--- src/design/ptd_pkg.sv ---
package ptd_pkg;

  // ==========================================================
  // Register map (byte addresses)
  // ==========================================================
  localparam logic [8:0] PTD_IMG0_ADDR_OFS = 9'h104;
  localparam logic [8:0] PTD_IMG1_CTL_OFS = 9'h110;
  localparam logic [8:0] PTD_IMG1_ADDR_OFS = 9'h114;
  localparam logic [8:0] PTD_MISC_OFS = 9'h1F0;
  localparam logic [8:0] PTD_STATUS_OFS = 9'h1F4;

  // ==========================================================
  // Field positions
  // ==========================================================
  localparam int PTD_EN_BIT = 31;
  localparam int PTD_SIZE_LSB = 24;
  localparam int PTD_PREFETCH_ENABLE_BIT = 23;
  localparam int PTD_BURST_BIT = 22;
  localparam int PTD_ENDIAN_INVERT_BIT = 19;
  localparam int PTD_TC_LSB = 12;
  localparam int PTD_WIDTH_LSB = 10;
  localparam int PTD_POSTING_ENABLE_BIT = 7;
  localparam int PTD_SPACE_BIT = 6;
  localparam int PTD_BA_LSB = 16;
  localparam int PTD_TA_LSB = 0;
  localparam int PTD_ORDER_BIT = 0;

  // ==========================================================
  // Reset values
  // ==========================================================
  localparam logic [15:0] PTD_FIELD16_RST = 16'h0000;
  localparam logic [3:0] PTD_NIBBLE_RST = 4'h0;
  localparam logic [31:0] PTD_WORD_RST = 32'h0000_0000;

  // ==========================================================
  // Types
  // ==========================================================
  typedef enum logic [1:0] {
    PTD_W32 = 2'b00,
    PTD_W8 = 2'b01,
    PTD_W16 = 2'b10,
    PTD_WRSV = 2'b11
  } ptd_width_t;

  typedef enum logic {
    PTD_IDLE = 1'b0,
    PTD_ACK = 1'b1
  } ptd_state_t;

  typedef struct packed {
    logic prefetch_enable;
    logic burst_write_enable;
    logic endian_invert;
    logic [3:0] local_txn_code;
    ptd_width_t port_width;
    logic posting_enable;
  } ptd_attr_t;

  typedef struct packed {
    logic enable;
    logic [3:0] window_size_code;
    logic space_select;
    ptd_attr_t attr;
  } ptd_img0_ctl_t;

  typedef struct packed {
    logic enable;
    logic [3:0] window_size_code;
    logic space_select;
    logic [15:0] base;
    logic [15:0] translation_field;
  } ptd_image_t;

  typedef struct packed {
    logic cfg_dis;
    logic ee_present;
    logic bar0_on;
    logic bar1_on;
    logic img1_loaded;
  } ptd_straps_t;

  typedef struct packed {
    logic valid;
    logic image;
    logic [31:0] local_addr;
    ptd_width_t port_width;
    logic big_endian;
    logic posted;
    logic prefetch;
    logic burst_write;
    logic [3:0] local_txn_code;
  } ptd_claim_t;

  // Lines 31..16+code take part in compare and substitution.
  function automatic logic [15:0] ptd_upper_mask(input logic [3:0] code);
    ptd_upper_mask = 16'hFFFF << code;
  endfunction

endpackage

--- src/design/ptd_target_decode.sv ---
`timescale 1ns/10ps
module ptd_target_decode (
  input wire logic ref_clk,
  input wire logic reset,
  input wire logic pci_reset,
  input wire logic config_disable_strap,
  input wire logic eeprom_present_strap,
  input wire logic sda_strap,
  input wire logic ee_load,
  input wire logic ee_bar0_bit,
  input wire logic ee_bar1_bit,
  input wire logic [3:0] ee_img1_size,
  input wire logic ee_img1_space,
  input wire logic [15:0] config_base_reg_0,
  input wire logic [15:0] config_base_reg_1,
  input wire logic config_base_1_io,
  input ptd_pkg::ptd_img0_ctl_t img0_ctl,
  input wire logic [8:0] avs_address,
  input wire logic avs_read,
  input wire logic avs_write,
  input wire logic [31:0] avs_writedata,
  input wire logic [3:0] avs_byteenable,
  output logic [31:0] avs_readdata,
  output logic avs_waitrequest,
  input wire logic pci_addr_valid,
  input wire logic [31:0] pci_addr,
  input wire logic pci_io,
  input wire logic pci_write,
  output ptd_pkg::ptd_claim_t claim
);
  import ptd_pkg::*;

  // ==========================================================
  // State
  // ==========================================================
  typedef struct packed {
    ptd_state_t st;
    logic waitreq;
    logic [31:0] rdata;
    logic [15:0] img0_ba;
    logic [15:0] img0_ta;
    logic img1_en;
    logic [3:0] img1_size;
    logic img1_space;
    ptd_attr_t img1_attr;
    logic [15:0] img1_ba;
    logic [15:0] img1_ta;
    logic byte_order;
    ptd_claim_t claim;
  } ptd_top_state_t;

  ptd_top_state_t s_reg;
  ptd_top_state_t s_next;
  ptd_straps_t straps;
  ptd_image_t img0_eff;
  ptd_image_t img1_eff;
  logic hit0;
  logic hit1;
  logic [31:0] laddr0;
  logic [31:0] laddr1;
  logic img1_fields_ro;

  function automatic logic [31:0] wmerge(input logic [31:0] old_w,
                                         input logic [31:0] new_w,
                                         input logic [3:0] be);
    logic [31:0] r;
    r = old_w;
    for (int i = 0; i < 4; i++) begin
      if (be[i]) begin
        r[i*8 +: 8] = new_w[i*8 +: 8];
      end
    end
    wmerge = r;
  endfunction

  // ==========================================================
  // Strap capture and image decoders
  // ==========================================================
  ptd_strap_capture u_straps (
    .ref_clk(ref_clk),
    .reset(reset),
    .pci_reset(pci_reset),
    .config_disable_strap(config_disable_strap),
    .eeprom_present_strap(eeprom_present_strap),
    .sda_strap(sda_strap),
    .ee_load(ee_load),
    .ee_bar0_bit(ee_bar0_bit),
    .ee_bar1_bit(ee_bar1_bit),
    .straps(straps)
  );

  // Fields loaded by the EEPROM lock unless the disable strap is set.
  assign img1_fields_ro = straps.img1_loaded && !straps.cfg_dis;

  always_comb begin
    img0_eff.enable = img0_ctl.enable;
    img0_eff.window_size_code = img0_ctl.window_size_code;
    img0_eff.space_select = img0_ctl.space_select;
    img0_eff.base = straps.bar0_on ? config_base_reg_0
      : s_reg.img0_ba;
    img0_eff.translation_field = s_reg.img0_ta;
    img1_eff.enable = s_reg.img1_en;
    img1_eff.window_size_code = s_reg.img1_size;
    img1_eff.space_select = img1_fields_ro ? config_base_1_io
      : s_reg.img1_space;
    img1_eff.base = straps.bar1_on ? config_base_reg_1
      : s_reg.img1_ba;
    img1_eff.translation_field = s_reg.img1_ta;
  end

  ptd_image_decode u_dec0 (
    .image(img0_eff),
    .pci_addr(pci_addr),
    .pci_io(pci_io),
    .hit(hit0),
    .local_addr(laddr0)
  );

  ptd_image_decode u_dec1 (
    .image(img1_eff),
    .pci_addr(pci_addr),
    .pci_io(pci_io),
    .hit(hit1),
    .local_addr(laddr1)
  );

  // ==========================================================
  // Register read view
  // ==========================================================
  function automatic logic [31:0] rd_value(input logic [8:0] a,
                                           input ptd_top_state_t s,
                                           input ptd_image_t i0,
                                           input ptd_image_t i1,
                                           input ptd_straps_t sp);
    logic [31:0] v;
    v = PTD_WORD_RST;
    if (a == PTD_IMG0_ADDR_OFS) begin
      v[PTD_BA_LSB +: 16] = i0.base;
      v[PTD_TA_LSB +: 16] = s.img0_ta;
    end else if (a == PTD_IMG1_CTL_OFS) begin
      v[PTD_EN_BIT] = s.img1_en;
      v[PTD_SIZE_LSB +: 4] = s.img1_size;
      v[PTD_PREFETCH_ENABLE_BIT] = s.img1_attr.prefetch_enable;
      v[PTD_BURST_BIT] = s.img1_attr.burst_write_enable;
      v[PTD_ENDIAN_INVERT_BIT] = s.img1_attr.endian_invert;
      v[PTD_TC_LSB +: 4] = s.img1_attr.local_txn_code;
      v[PTD_WIDTH_LSB +: 2] = s.img1_attr.port_width;
      v[PTD_POSTING_ENABLE_BIT] = s.img1_attr.posting_enable;
      v[PTD_SPACE_BIT] = i1.space_select;
    end else if (a == PTD_IMG1_ADDR_OFS) begin
      v[PTD_BA_LSB +: 16] = i1.base;
      v[PTD_TA_LSB +: 16] = s.img1_ta;
    end else if (a == PTD_MISC_OFS) begin
      v[PTD_ORDER_BIT] = s.byte_order;
    end else if (a == PTD_STATUS_OFS) begin
      v[4:0] = sp;
    end
    rd_value = v;
  endfunction

  // ==========================================================
  // Next state
  // ==========================================================
  always_comb begin
    logic [31:0] cur;
    logic [31:0] mw;
    cur = rd_value(avs_address, s_reg, img0_eff, img1_eff, straps);
    mw = wmerge(cur, avs_writedata, avs_byteenable);
    s_next = s_reg;
    s_next.claim.valid = 1'b0;

    // Avalon slave: one wait cycle, then the answer for one cycle.
    case (s_reg.st)
      PTD_IDLE: begin
        if (avs_read || avs_write) begin
          s_next.st = PTD_ACK;
          s_next.waitreq = 1'b0;
          if (avs_read) begin
            s_next.rdata = cur;
          end
        end
      end
      PTD_ACK: begin
        s_next.st = PTD_IDLE;
        s_next.waitreq = 1'b1;
        if (avs_write) begin
          if (avs_address == PTD_IMG0_ADDR_OFS) begin
            if (!straps.bar0_on) begin
              s_next.img0_ba = mw[PTD_BA_LSB +: 16];
            end
            s_next.img0_ta = mw[PTD_TA_LSB +: 16];
          end else if (avs_address == PTD_IMG1_CTL_OFS) begin
            s_next.img1_en = mw[PTD_EN_BIT];
            s_next.img1_attr.prefetch_enable = mw[PTD_PREFETCH_ENABLE_BIT];
            s_next.img1_attr.burst_write_enable = mw[PTD_BURST_BIT];
            s_next.img1_attr.endian_invert = mw[PTD_ENDIAN_INVERT_BIT];
            s_next.img1_attr.local_txn_code = mw[PTD_TC_LSB +: 4];
            s_next.img1_attr.port_width =
              ptd_width_t'(mw[PTD_WIDTH_LSB +: 2]);
            s_next.img1_attr.posting_enable = mw[PTD_POSTING_ENABLE_BIT];
            if (!img1_fields_ro) begin
              s_next.img1_size = mw[PTD_SIZE_LSB +: 4];
              s_next.img1_space = mw[PTD_SPACE_BIT];
            end
          end else if (avs_address == PTD_IMG1_ADDR_OFS) begin
            if (!straps.bar1_on) begin
              s_next.img1_ba = mw[PTD_BA_LSB +: 16];
            end
            s_next.img1_ta = mw[PTD_TA_LSB +: 16];
          end else if (avs_address == PTD_MISC_OFS) begin
            s_next.byte_order = mw[PTD_ORDER_BIT];
          end
        end
      end
      default: begin
        s_next.st = PTD_IDLE;
        s_next.waitreq = 1'b1;
      end
    endcase

    // PCI reset clears only its own fields and wins over a bus write.
    if (pci_reset) begin
      s_next.img0_ba = PTD_FIELD16_RST;
      s_next.img1_ba = PTD_FIELD16_RST;
      s_next.img1_size = PTD_NIBBLE_RST;
      s_next.img1_space = 1'b0;
    end else if (ee_load && straps.ee_present && ee_bar1_bit) begin
      s_next.img1_size = ee_img1_size;
      s_next.img1_space = ee_img1_space;
    end

    // Image 0 takes precedence if software lets the windows overlap.
    if (pci_addr_valid && (hit0 || hit1)) begin
      s_next.claim.valid = 1'b1;
      s_next.claim.image = !hit0;
      if (hit0) begin
        s_next.claim.local_addr = laddr0;
        s_next.claim.port_width = img0_ctl.attr.port_width;
        s_next.claim.big_endian =
          s_reg.byte_order ^ img0_ctl.attr.endian_invert;
        s_next.claim.posted = pci_write && !pci_io
          && img0_ctl.attr.posting_enable;
        s_next.claim.prefetch = img0_ctl.attr.prefetch_enable;
        s_next.claim.burst_write = img0_ctl.attr.burst_write_enable;
        s_next.claim.local_txn_code = img0_ctl.attr.local_txn_code;
      end else begin
        s_next.claim.local_addr = laddr1;
        s_next.claim.port_width = s_reg.img1_attr.port_width;
        s_next.claim.big_endian =
          s_reg.byte_order ^ s_reg.img1_attr.endian_invert;
        s_next.claim.posted = pci_write && !pci_io
          && s_reg.img1_attr.posting_enable;
        s_next.claim.prefetch = s_reg.img1_attr.prefetch_enable;
        s_next.claim.burst_write = s_reg.img1_attr.burst_write_enable;
        s_next.claim.local_txn_code = s_reg.img1_attr.local_txn_code;
      end
    end
  end

  // ==========================================================
  // Registers
  // ==========================================================
  always_ff @(posedge ref_clk or posedge reset) begin
    if (reset) begin
      s_reg <= '0;
      s_reg.st <= PTD_IDLE;
      s_reg.waitreq <= 1'b1;
    end else begin
      s_reg <= s_next;
    end
  end

  assign avs_readdata = s_reg.rdata;
  assign avs_waitrequest = s_reg.waitreq;
  assign claim = s_reg.claim;

endmodule // ptd_target_decode

--- src/design/ptd_strap_capture.sv ---
`timescale 1ns/10ps
module ptd_strap_capture (
  input wire logic ref_clk,
  input wire logic reset,
  input wire logic pci_reset,
  input wire logic config_disable_strap,
  input wire logic eeprom_present_strap,
  input wire logic sda_strap,
  input wire logic ee_load,
  input wire logic ee_bar0_bit,
  input wire logic ee_bar1_bit,
  output ptd_pkg::ptd_straps_t straps
);
  import ptd_pkg::*;

  ptd_straps_t st_reg;
  ptd_straps_t st_next;

  // Pins are sampled on every clock while PCI reset is held, so the
  // value kept is the one present at the last edge before release.
  always_comb begin
    st_next = st_reg;
    if (pci_reset) begin
      st_next.cfg_dis = config_disable_strap;
      st_next.ee_present = eeprom_present_strap | sda_strap;
      st_next.bar0_on = config_disable_strap;
      st_next.bar1_on = config_disable_strap;
      st_next.img1_loaded = 1'b0;
    end else if (ee_load && st_reg.ee_present) begin
      st_next.bar0_on = st_reg.cfg_dis | ee_bar0_bit;
      st_next.bar1_on = st_reg.cfg_dis | ee_bar1_bit;
      st_next.img1_loaded = ee_bar1_bit;
    end
  end

  always_ff @(posedge ref_clk or posedge reset) begin
    if (reset) begin
      st_reg <= '0;
    end else begin
      st_reg <= st_next;
    end
  end

  assign straps = st_reg;

endmodule // ptd_strap_capture

--- src/design/ptd_image_decode.sv ---
`timescale 1ns/10ps
module ptd_image_decode (
  input ptd_pkg::ptd_image_t image,
  input wire logic [31:0] pci_addr,
  input wire logic pci_io,
  output logic hit,
  output logic [31:0] local_addr
);
  import ptd_pkg::*;

  logic [15:0] mask;

  always_comb begin
    mask = ptd_upper_mask(image.window_size_code);
    hit = image.enable && (pci_io == image.space_select)
      && ((pci_addr[31:16] & mask) == (image.base & mask));
    local_addr = {(image.translation_field & mask)
      | (pci_addr[31:16] & ~mask), pci_addr[15:0]};
  end

endmodule // ptd_image_decode

--- config.mk ---
export PLATFORM = sky130hd
export DESIGN_NAME = ptd_target_decode
export DESIGN_NICKNAME = d
export VERILOG_FILES = /design/src/design/ptd_pkg.sv /design/src/design/ptd_target_decode.sv /design/src/design/ptd_strap_capture.sv /design/src/design/ptd_image_decode.sv
export SDC_FILE = /design/constraint.sdc
export NUM_CORES = 1
export LEC_CHECK = 0
export ABC_AREA = 1
export BUFFER_PORTS_ARGS = -buffer_cell sky130_fd_sc_hd__buf_2
export CAP_MARGIN = 20
export CORE_UTILIZATION = 50
export CTS_BUF_LIST = sky130_fd_sc_hd__clkbuf_8 sky130_fd_sc_hd__clkbuf_16
export DETAILED_ROUTE_END_ITERATION = 10
export PLACE_DENSITY = 0.74
export REMOVE_ABC_BUFFERS = 1
export SLEW_MARGIN = 40
export SYNTH_ARGS = -nofsm -noshare
export SYNTH_HDL_FRONTEND = slang
export SYNTH_SLANG_ARGS = --single-unit
--- constraint.sdc ---
create_clock -name ref_clk -period 6.8 [get_ports ref_clk]
set_clock_uncertainty 0.2 [all_clocks]
set_input_delay 0.34 -clock ref_clk [delete_from_list [all_inputs] [get_ports ref_clk]]
set_output_delay 0.34 -clock ref_clk [all_outputs]
set_load 0.02 [all_outputs]
Yosys cells after proc, flatten, opt, wreduce, memory -nomap -nowiden --
Cells that the tools add are included.
Operators by class: equal/unequal tests 16, shift-type cells 2, muxes and demuxes 46, bitwise logic cells 21, reduce and logical (&&, ||, !) cells 32
Operators with widths (number):
- 81-bit 2-to-1 mux | 2
- 16-bit bitwise AND | 8
- 32-bit 2-to-1 mux | 4
- 16-bit 2-to-1 mux | 7
- 49-bit 2-to-1 mux | 1
- 9-bit equality test, second input constant | 5
- 44-bit 2-to-1 mux | 1
- 42-bit 2-to-1 mux | 1
- 34-bit 2-to-1 mux | 1
- 33-bit 2-to-1 mux | 1
- 16-bit equality test | 2
- 8-bit 2-to-1 mux | 4
- 16-bit inverter | 2
- 16-bit OR | 2
- 16-bit by 4-bit left shift with 16-bit output, first input constant | 2
- 27-bit 2-to-1 mux | 1
- 5-bit 2-to-1 mux | 5
- 6-bit 2-to-1 mux | 3
- 3-bit 2-to-1 mux | 4
- 6-bit AND reduction | 2
- 1-bit logical AND | 11
- 2-bit != test, second input constant | 5
- 5-bit AND reduction | 2
- 2-bit nonzero test | 5
- other kinds (14) | 36
Storage, ports and cells: register bits 164, output and inout port bits 77, word-level logic and storage cells 148

Depth between registers and ports, before layout --
depth in word-level cells 15, mapped depth 19

Cells and area by module --
From an unflattened synthesis, not the netlist that was laid out.
Unflattened totals: cells, all modules 1489, area total of the unflattened synthesis 10486.3 um^2
By module, submodules not included:
- ptd_target_decode | times used 1, cells each 1164, area each 8782.2 um^2, seq. area each 3980.1 um^2
- ptd_image_decode | times used 2, cells each 149, area each 740.7 um^2, seq. area each 0.0 um^2
- ptd_strap_capture | times used 1, cells each 27, area each 222.7 um^2, seq. area each 125.1 um^2

Least setup slack after synthesis --
No wires, ideal clock.
path kind register -> register, start point reg u_straps.st_reg (netlist bit u_straps.straps[2]), end point reg s_reg (netlist bit claim[0]), library setup time 0.116 ns, data arrival time 1.795 ns, required time 6.484 ns, setup slack 4.689 ns, stages on the path, launching flop included 19, buffers on the path 4, period minus slack after synthesis 2.111 ns, path through dfrtp_1 buf_4 inv_4 buf_4 nand2_1 nand2_1 nand2_1 nand3_1 nand2_1 nor2_1 nand2_1 nor2_2 buf_4 nand2_4 nand2_4 inv_4 buf_6 nand2_1 nand2_1
Between the ends: word-level cells in the longest chain between the ends 6, elaborated cells on any way between the ends 7, classes of those cells eq/ne: 1; mux: 2; bitwise: 1; reduce/logical: 3
RTL lines:
- start, declared | RTL line ptd_strap_capture.sv:16 | ptd_straps_t st_reg;
- start signal, assigned | RTL line ptd_strap_capture.sv:40 | st_reg <= st_next;
- 16-bit 2-to-1 mux (*) | RTL line ptd_target_decode.sv:99 | img0_eff.base = straps.bar0_on ? config_base_reg_0
- 16-bit bitwise AND (*) | RTL line ptd_image_decode.sv:16 | && ((pci_addr[31:16] & mask) == (image.base & mask));
- 16-bit equality test (*) | RTL line ptd_image_decode.sv:16
- 1-bit logical AND (*) | RTL line ptd_image_decode.sv:16
- 1-bit logical OR | RTL line ptd_target_decode.sv:233 | if (pci_addr_valid && (hit0 || hit1)) begin
- 1-bit logical AND | RTL line ptd_target_decode.sv:233
- end signal, assigned | RTL line ptd_target_decode.sv:269 | s_reg <= s_next;
- end, declared | RTL line ptd_target_decode.sv:52 | ptd_top_state_t s_reg;
Mark *: on every way between the ends. The rest lies on a longest branch, timed or not. A chain may end at the register's enable or synchronous reset.

Worst setup path after layout --
start point reg u_straps.st_reg (netlist bit u_straps.straps[2]), end point reg s_reg (netlist bit claim[35])
The elaborated chain is that of the path after synthesis.

==> results_dict.tcl <==
set metrics [dict create \
    status "finished clean" \
    ant_nets 0 \
    dieArea_um2 20600 \
    fill_cells 1851 \
    yosysMostFrequentCell "nand2_1" \
    final_nets 1752 \
    io_buffer_count 221 \
    min_path_type "input port to flip-flop" \
    start_kind "flip-flop" \
    cts_buffers 17 \
    ys_ff_latch 164 \
    viasPerCell 5.45 \
    worst_pin_slew_ns 0.866 \
    dp_hpwl_um 25100 \
    largest_reg_flops 45 \
    clk_pin_slew_worst_paths_ns 0.07 \
    fin_hold_ws_ns 0.00758 \
    setup.worst_path.end_class "flip-flop" \
    postRouteWirelength_um 34500 \
    grt_pass1_vias 9397 \
    cts_max_path_buffers 2 \
    drt-wirelength-per-cell_um 18.3 \
    crit_type "flip-flop to flip-flop" \
    synth_top_area_share_pct 40.7 \
    multi_input_area_um2 4530 \
    drt_iter0_drc 1060 \
    antenna_found_initial 1 \
    synthTopCellsByCount "567 x nand2_1, 163 x dfrtp_1, 141 x inv_1" \
    drive_gt1_share_pct 18.7 \
    track_usage_pct 34.3 \
    setup_viol 0 \
    cts_root_buf "clkbuf_16" \
    dieWidth_um 144 \
    num_vias 10300 \
    place_inst 1822 \
    clkLatencyLatePin_ns 0.44 \
    synthArstFlopShare_pct 100 \
    synth_cell_type_count 36 \
    synthToLayoutAreaGrowth_pct 16.0 \
    num_io_pins 222 \
    peakVddDrop_uv 174 \
    seqCellArea_um2 4110 \
    cts_tree "done" \
    syn_inst 1455 \
    core_area_um2 19500 \
    synth_edf_count 0 \
    rows 51 \
    fin_crit_ns 3.75 \
    final_cells 1886 \
    cap_violations 0 \
    synth.largest_area_cell "dfrtp_1" \
    total_power_mw 2.38 \
    fmax_mhz 267 \
    critical_path_required_ns 6.92 \
    place_congestion 0.995 \
    rsz0062_at_grt "no" \
    clock_sinks 164 \
    syn_area_per_cell_um2 6.88 \
    ys_seq_area_share_pct 41.0 \
    h-tree-depth 4 \
    initial_utilization_pct 51.3 \
    drcViolationCount 0 \
    drt-pass1-iter-count 6 \
    postCtsSetupRepairBufs 0 \
    synth_ff_type "dfrtp_1" \
    leakage_nw 6.35 \
    ctsResizeCount 0 \
    hold_buffers 31 \
    p_per_area_nw_per_um2 205 \
    synth_area_um2 10000 \
    critPathMaxFanout 45 \
    cp.arrival_ns 3.88 \
    synth_area_leaders "dfrtp_1 41%, nand2_1 21%, nand3_1 6.9%" \
    hold_viol_final 0 \
    grt_overflow 0 \
    report.final.slew_viol_count 0 \
    fp.dieH_um 144 \
    yosys_warnings 0 \
    grt_start_max_net_pins 89 \
    grt_first_pass_wirelength_um 52100 \
    setup_tns_ns 0 \
    fin_crit_sh_pct 55.2 \
    relSlewSlack_pct 42.1 \
]
path summary, 6_finish.rpt:
kind / start / endpoint / slack (ns) / cells past startpoint
min in group asynchronous: reset / avs_readdata[19] / 0.34 / 3
hold / removal: avs_writedata[20] / s_reg[65] / 0.008 / 3
max in group asynchronous: reset / avs_readdata[23] / 4.92 / 4
hold reg to reg: claim[10] / claim[10] / 0.27 / 2
setup / recovery: u_straps.straps[2] / claim[35] / 3.05 / 16
setup reg to reg: u_straps.straps[2] / claim[35] / 3.05 / 16
critical path, stage by stage, from the launching register on:
cell	delay (ns)
dfrtp_1	0.80
inv_4	0.31
nand2_1	0.17
nand2_1	0.08
nand2_1	0.06
nand2_1	0.06
nand2_1	0.06
nand2_1	0.12
nor2_1	0.15
nand2_1	0.07
nor2_2	0.07
buf_4	0.34
nand2_4	0.11
nand2_4	0.43
inv_4	0.31
nand2_1	0.15
nand2_1	0.06
power breakdown:
part           total [mW]  switching, mW  internal [mW]  leakage [nW]
sequential           1.03         0.0269           1.00          2.17
clock               0.989          0.467          0.522         0.282
combinational       0.366          0.243          0.123          3.89
total                2.38          0.737           1.65          6.35
layout make-up:
class	count	share of cell area, %
flip-flops and latches	164	35.3
diodes	1	0.0215
multi-input cells	1017	39.0
repair buffers	261	12.8
inverters	146	4.84
clock inverters	15	1.44
clock buffers	17	3.66
well taps	265	2.85
per-layer routing:
layer	up-vias	GRT usage (%)	part of all wire (%)
li1	4891	-	-
met1	4747	46.6	43
met2	557	53.7	45
met3	89	5.66	8.7
met4	0	15.2	3.9
met5	-	0	0
cell usage in the layout (no fill, tap or decap), types with 4 or more instances in the layout:
cell           Yosys  routed
a41oi_1            5       5
inv_1            141     140
buf_2             15     221
o211ai_1           6       6
or2_2             24      24
o21ai_0          134     134
inv_6              0       4
buf_4             84       8
nand3_1          138     138
a21oi_1           21      21
nor2_1            57      55
o21ai_1            7       6
mux2i_1            4       4
o221ai_1           4       4
o22ai_1           17      17
clkbuf_16          0      17
dfrtp_1          163     163
dlygate4sd3_1      0      31
nand4_1           11      11
inv_8              0       4
nand2_1          567     566
cell families (layout without fill, tap and decap cells):
family,Yosys count,count (layout),synth area share (%)
flops,164,164,41.0
xor+xnor,3,3,0.262
compound gates,201,201,11.0
other cells,0,1,0
simple gates,809,809,33.4
mux,4,4,0.400
buf+inv,274,439,14.0
stage by stage:
stage	area (um^2)	worst slack [ns]	util, %
finish	11600	3.05	59.5
global route	11600	2.89	59.5
CTS	11600	3.14	59.4
detailed placement	10700	3.17	54.8
global placement	10700	3.22	54.7
floorplan	9170	1.83	-
Power figures use the tool's default switching activity.
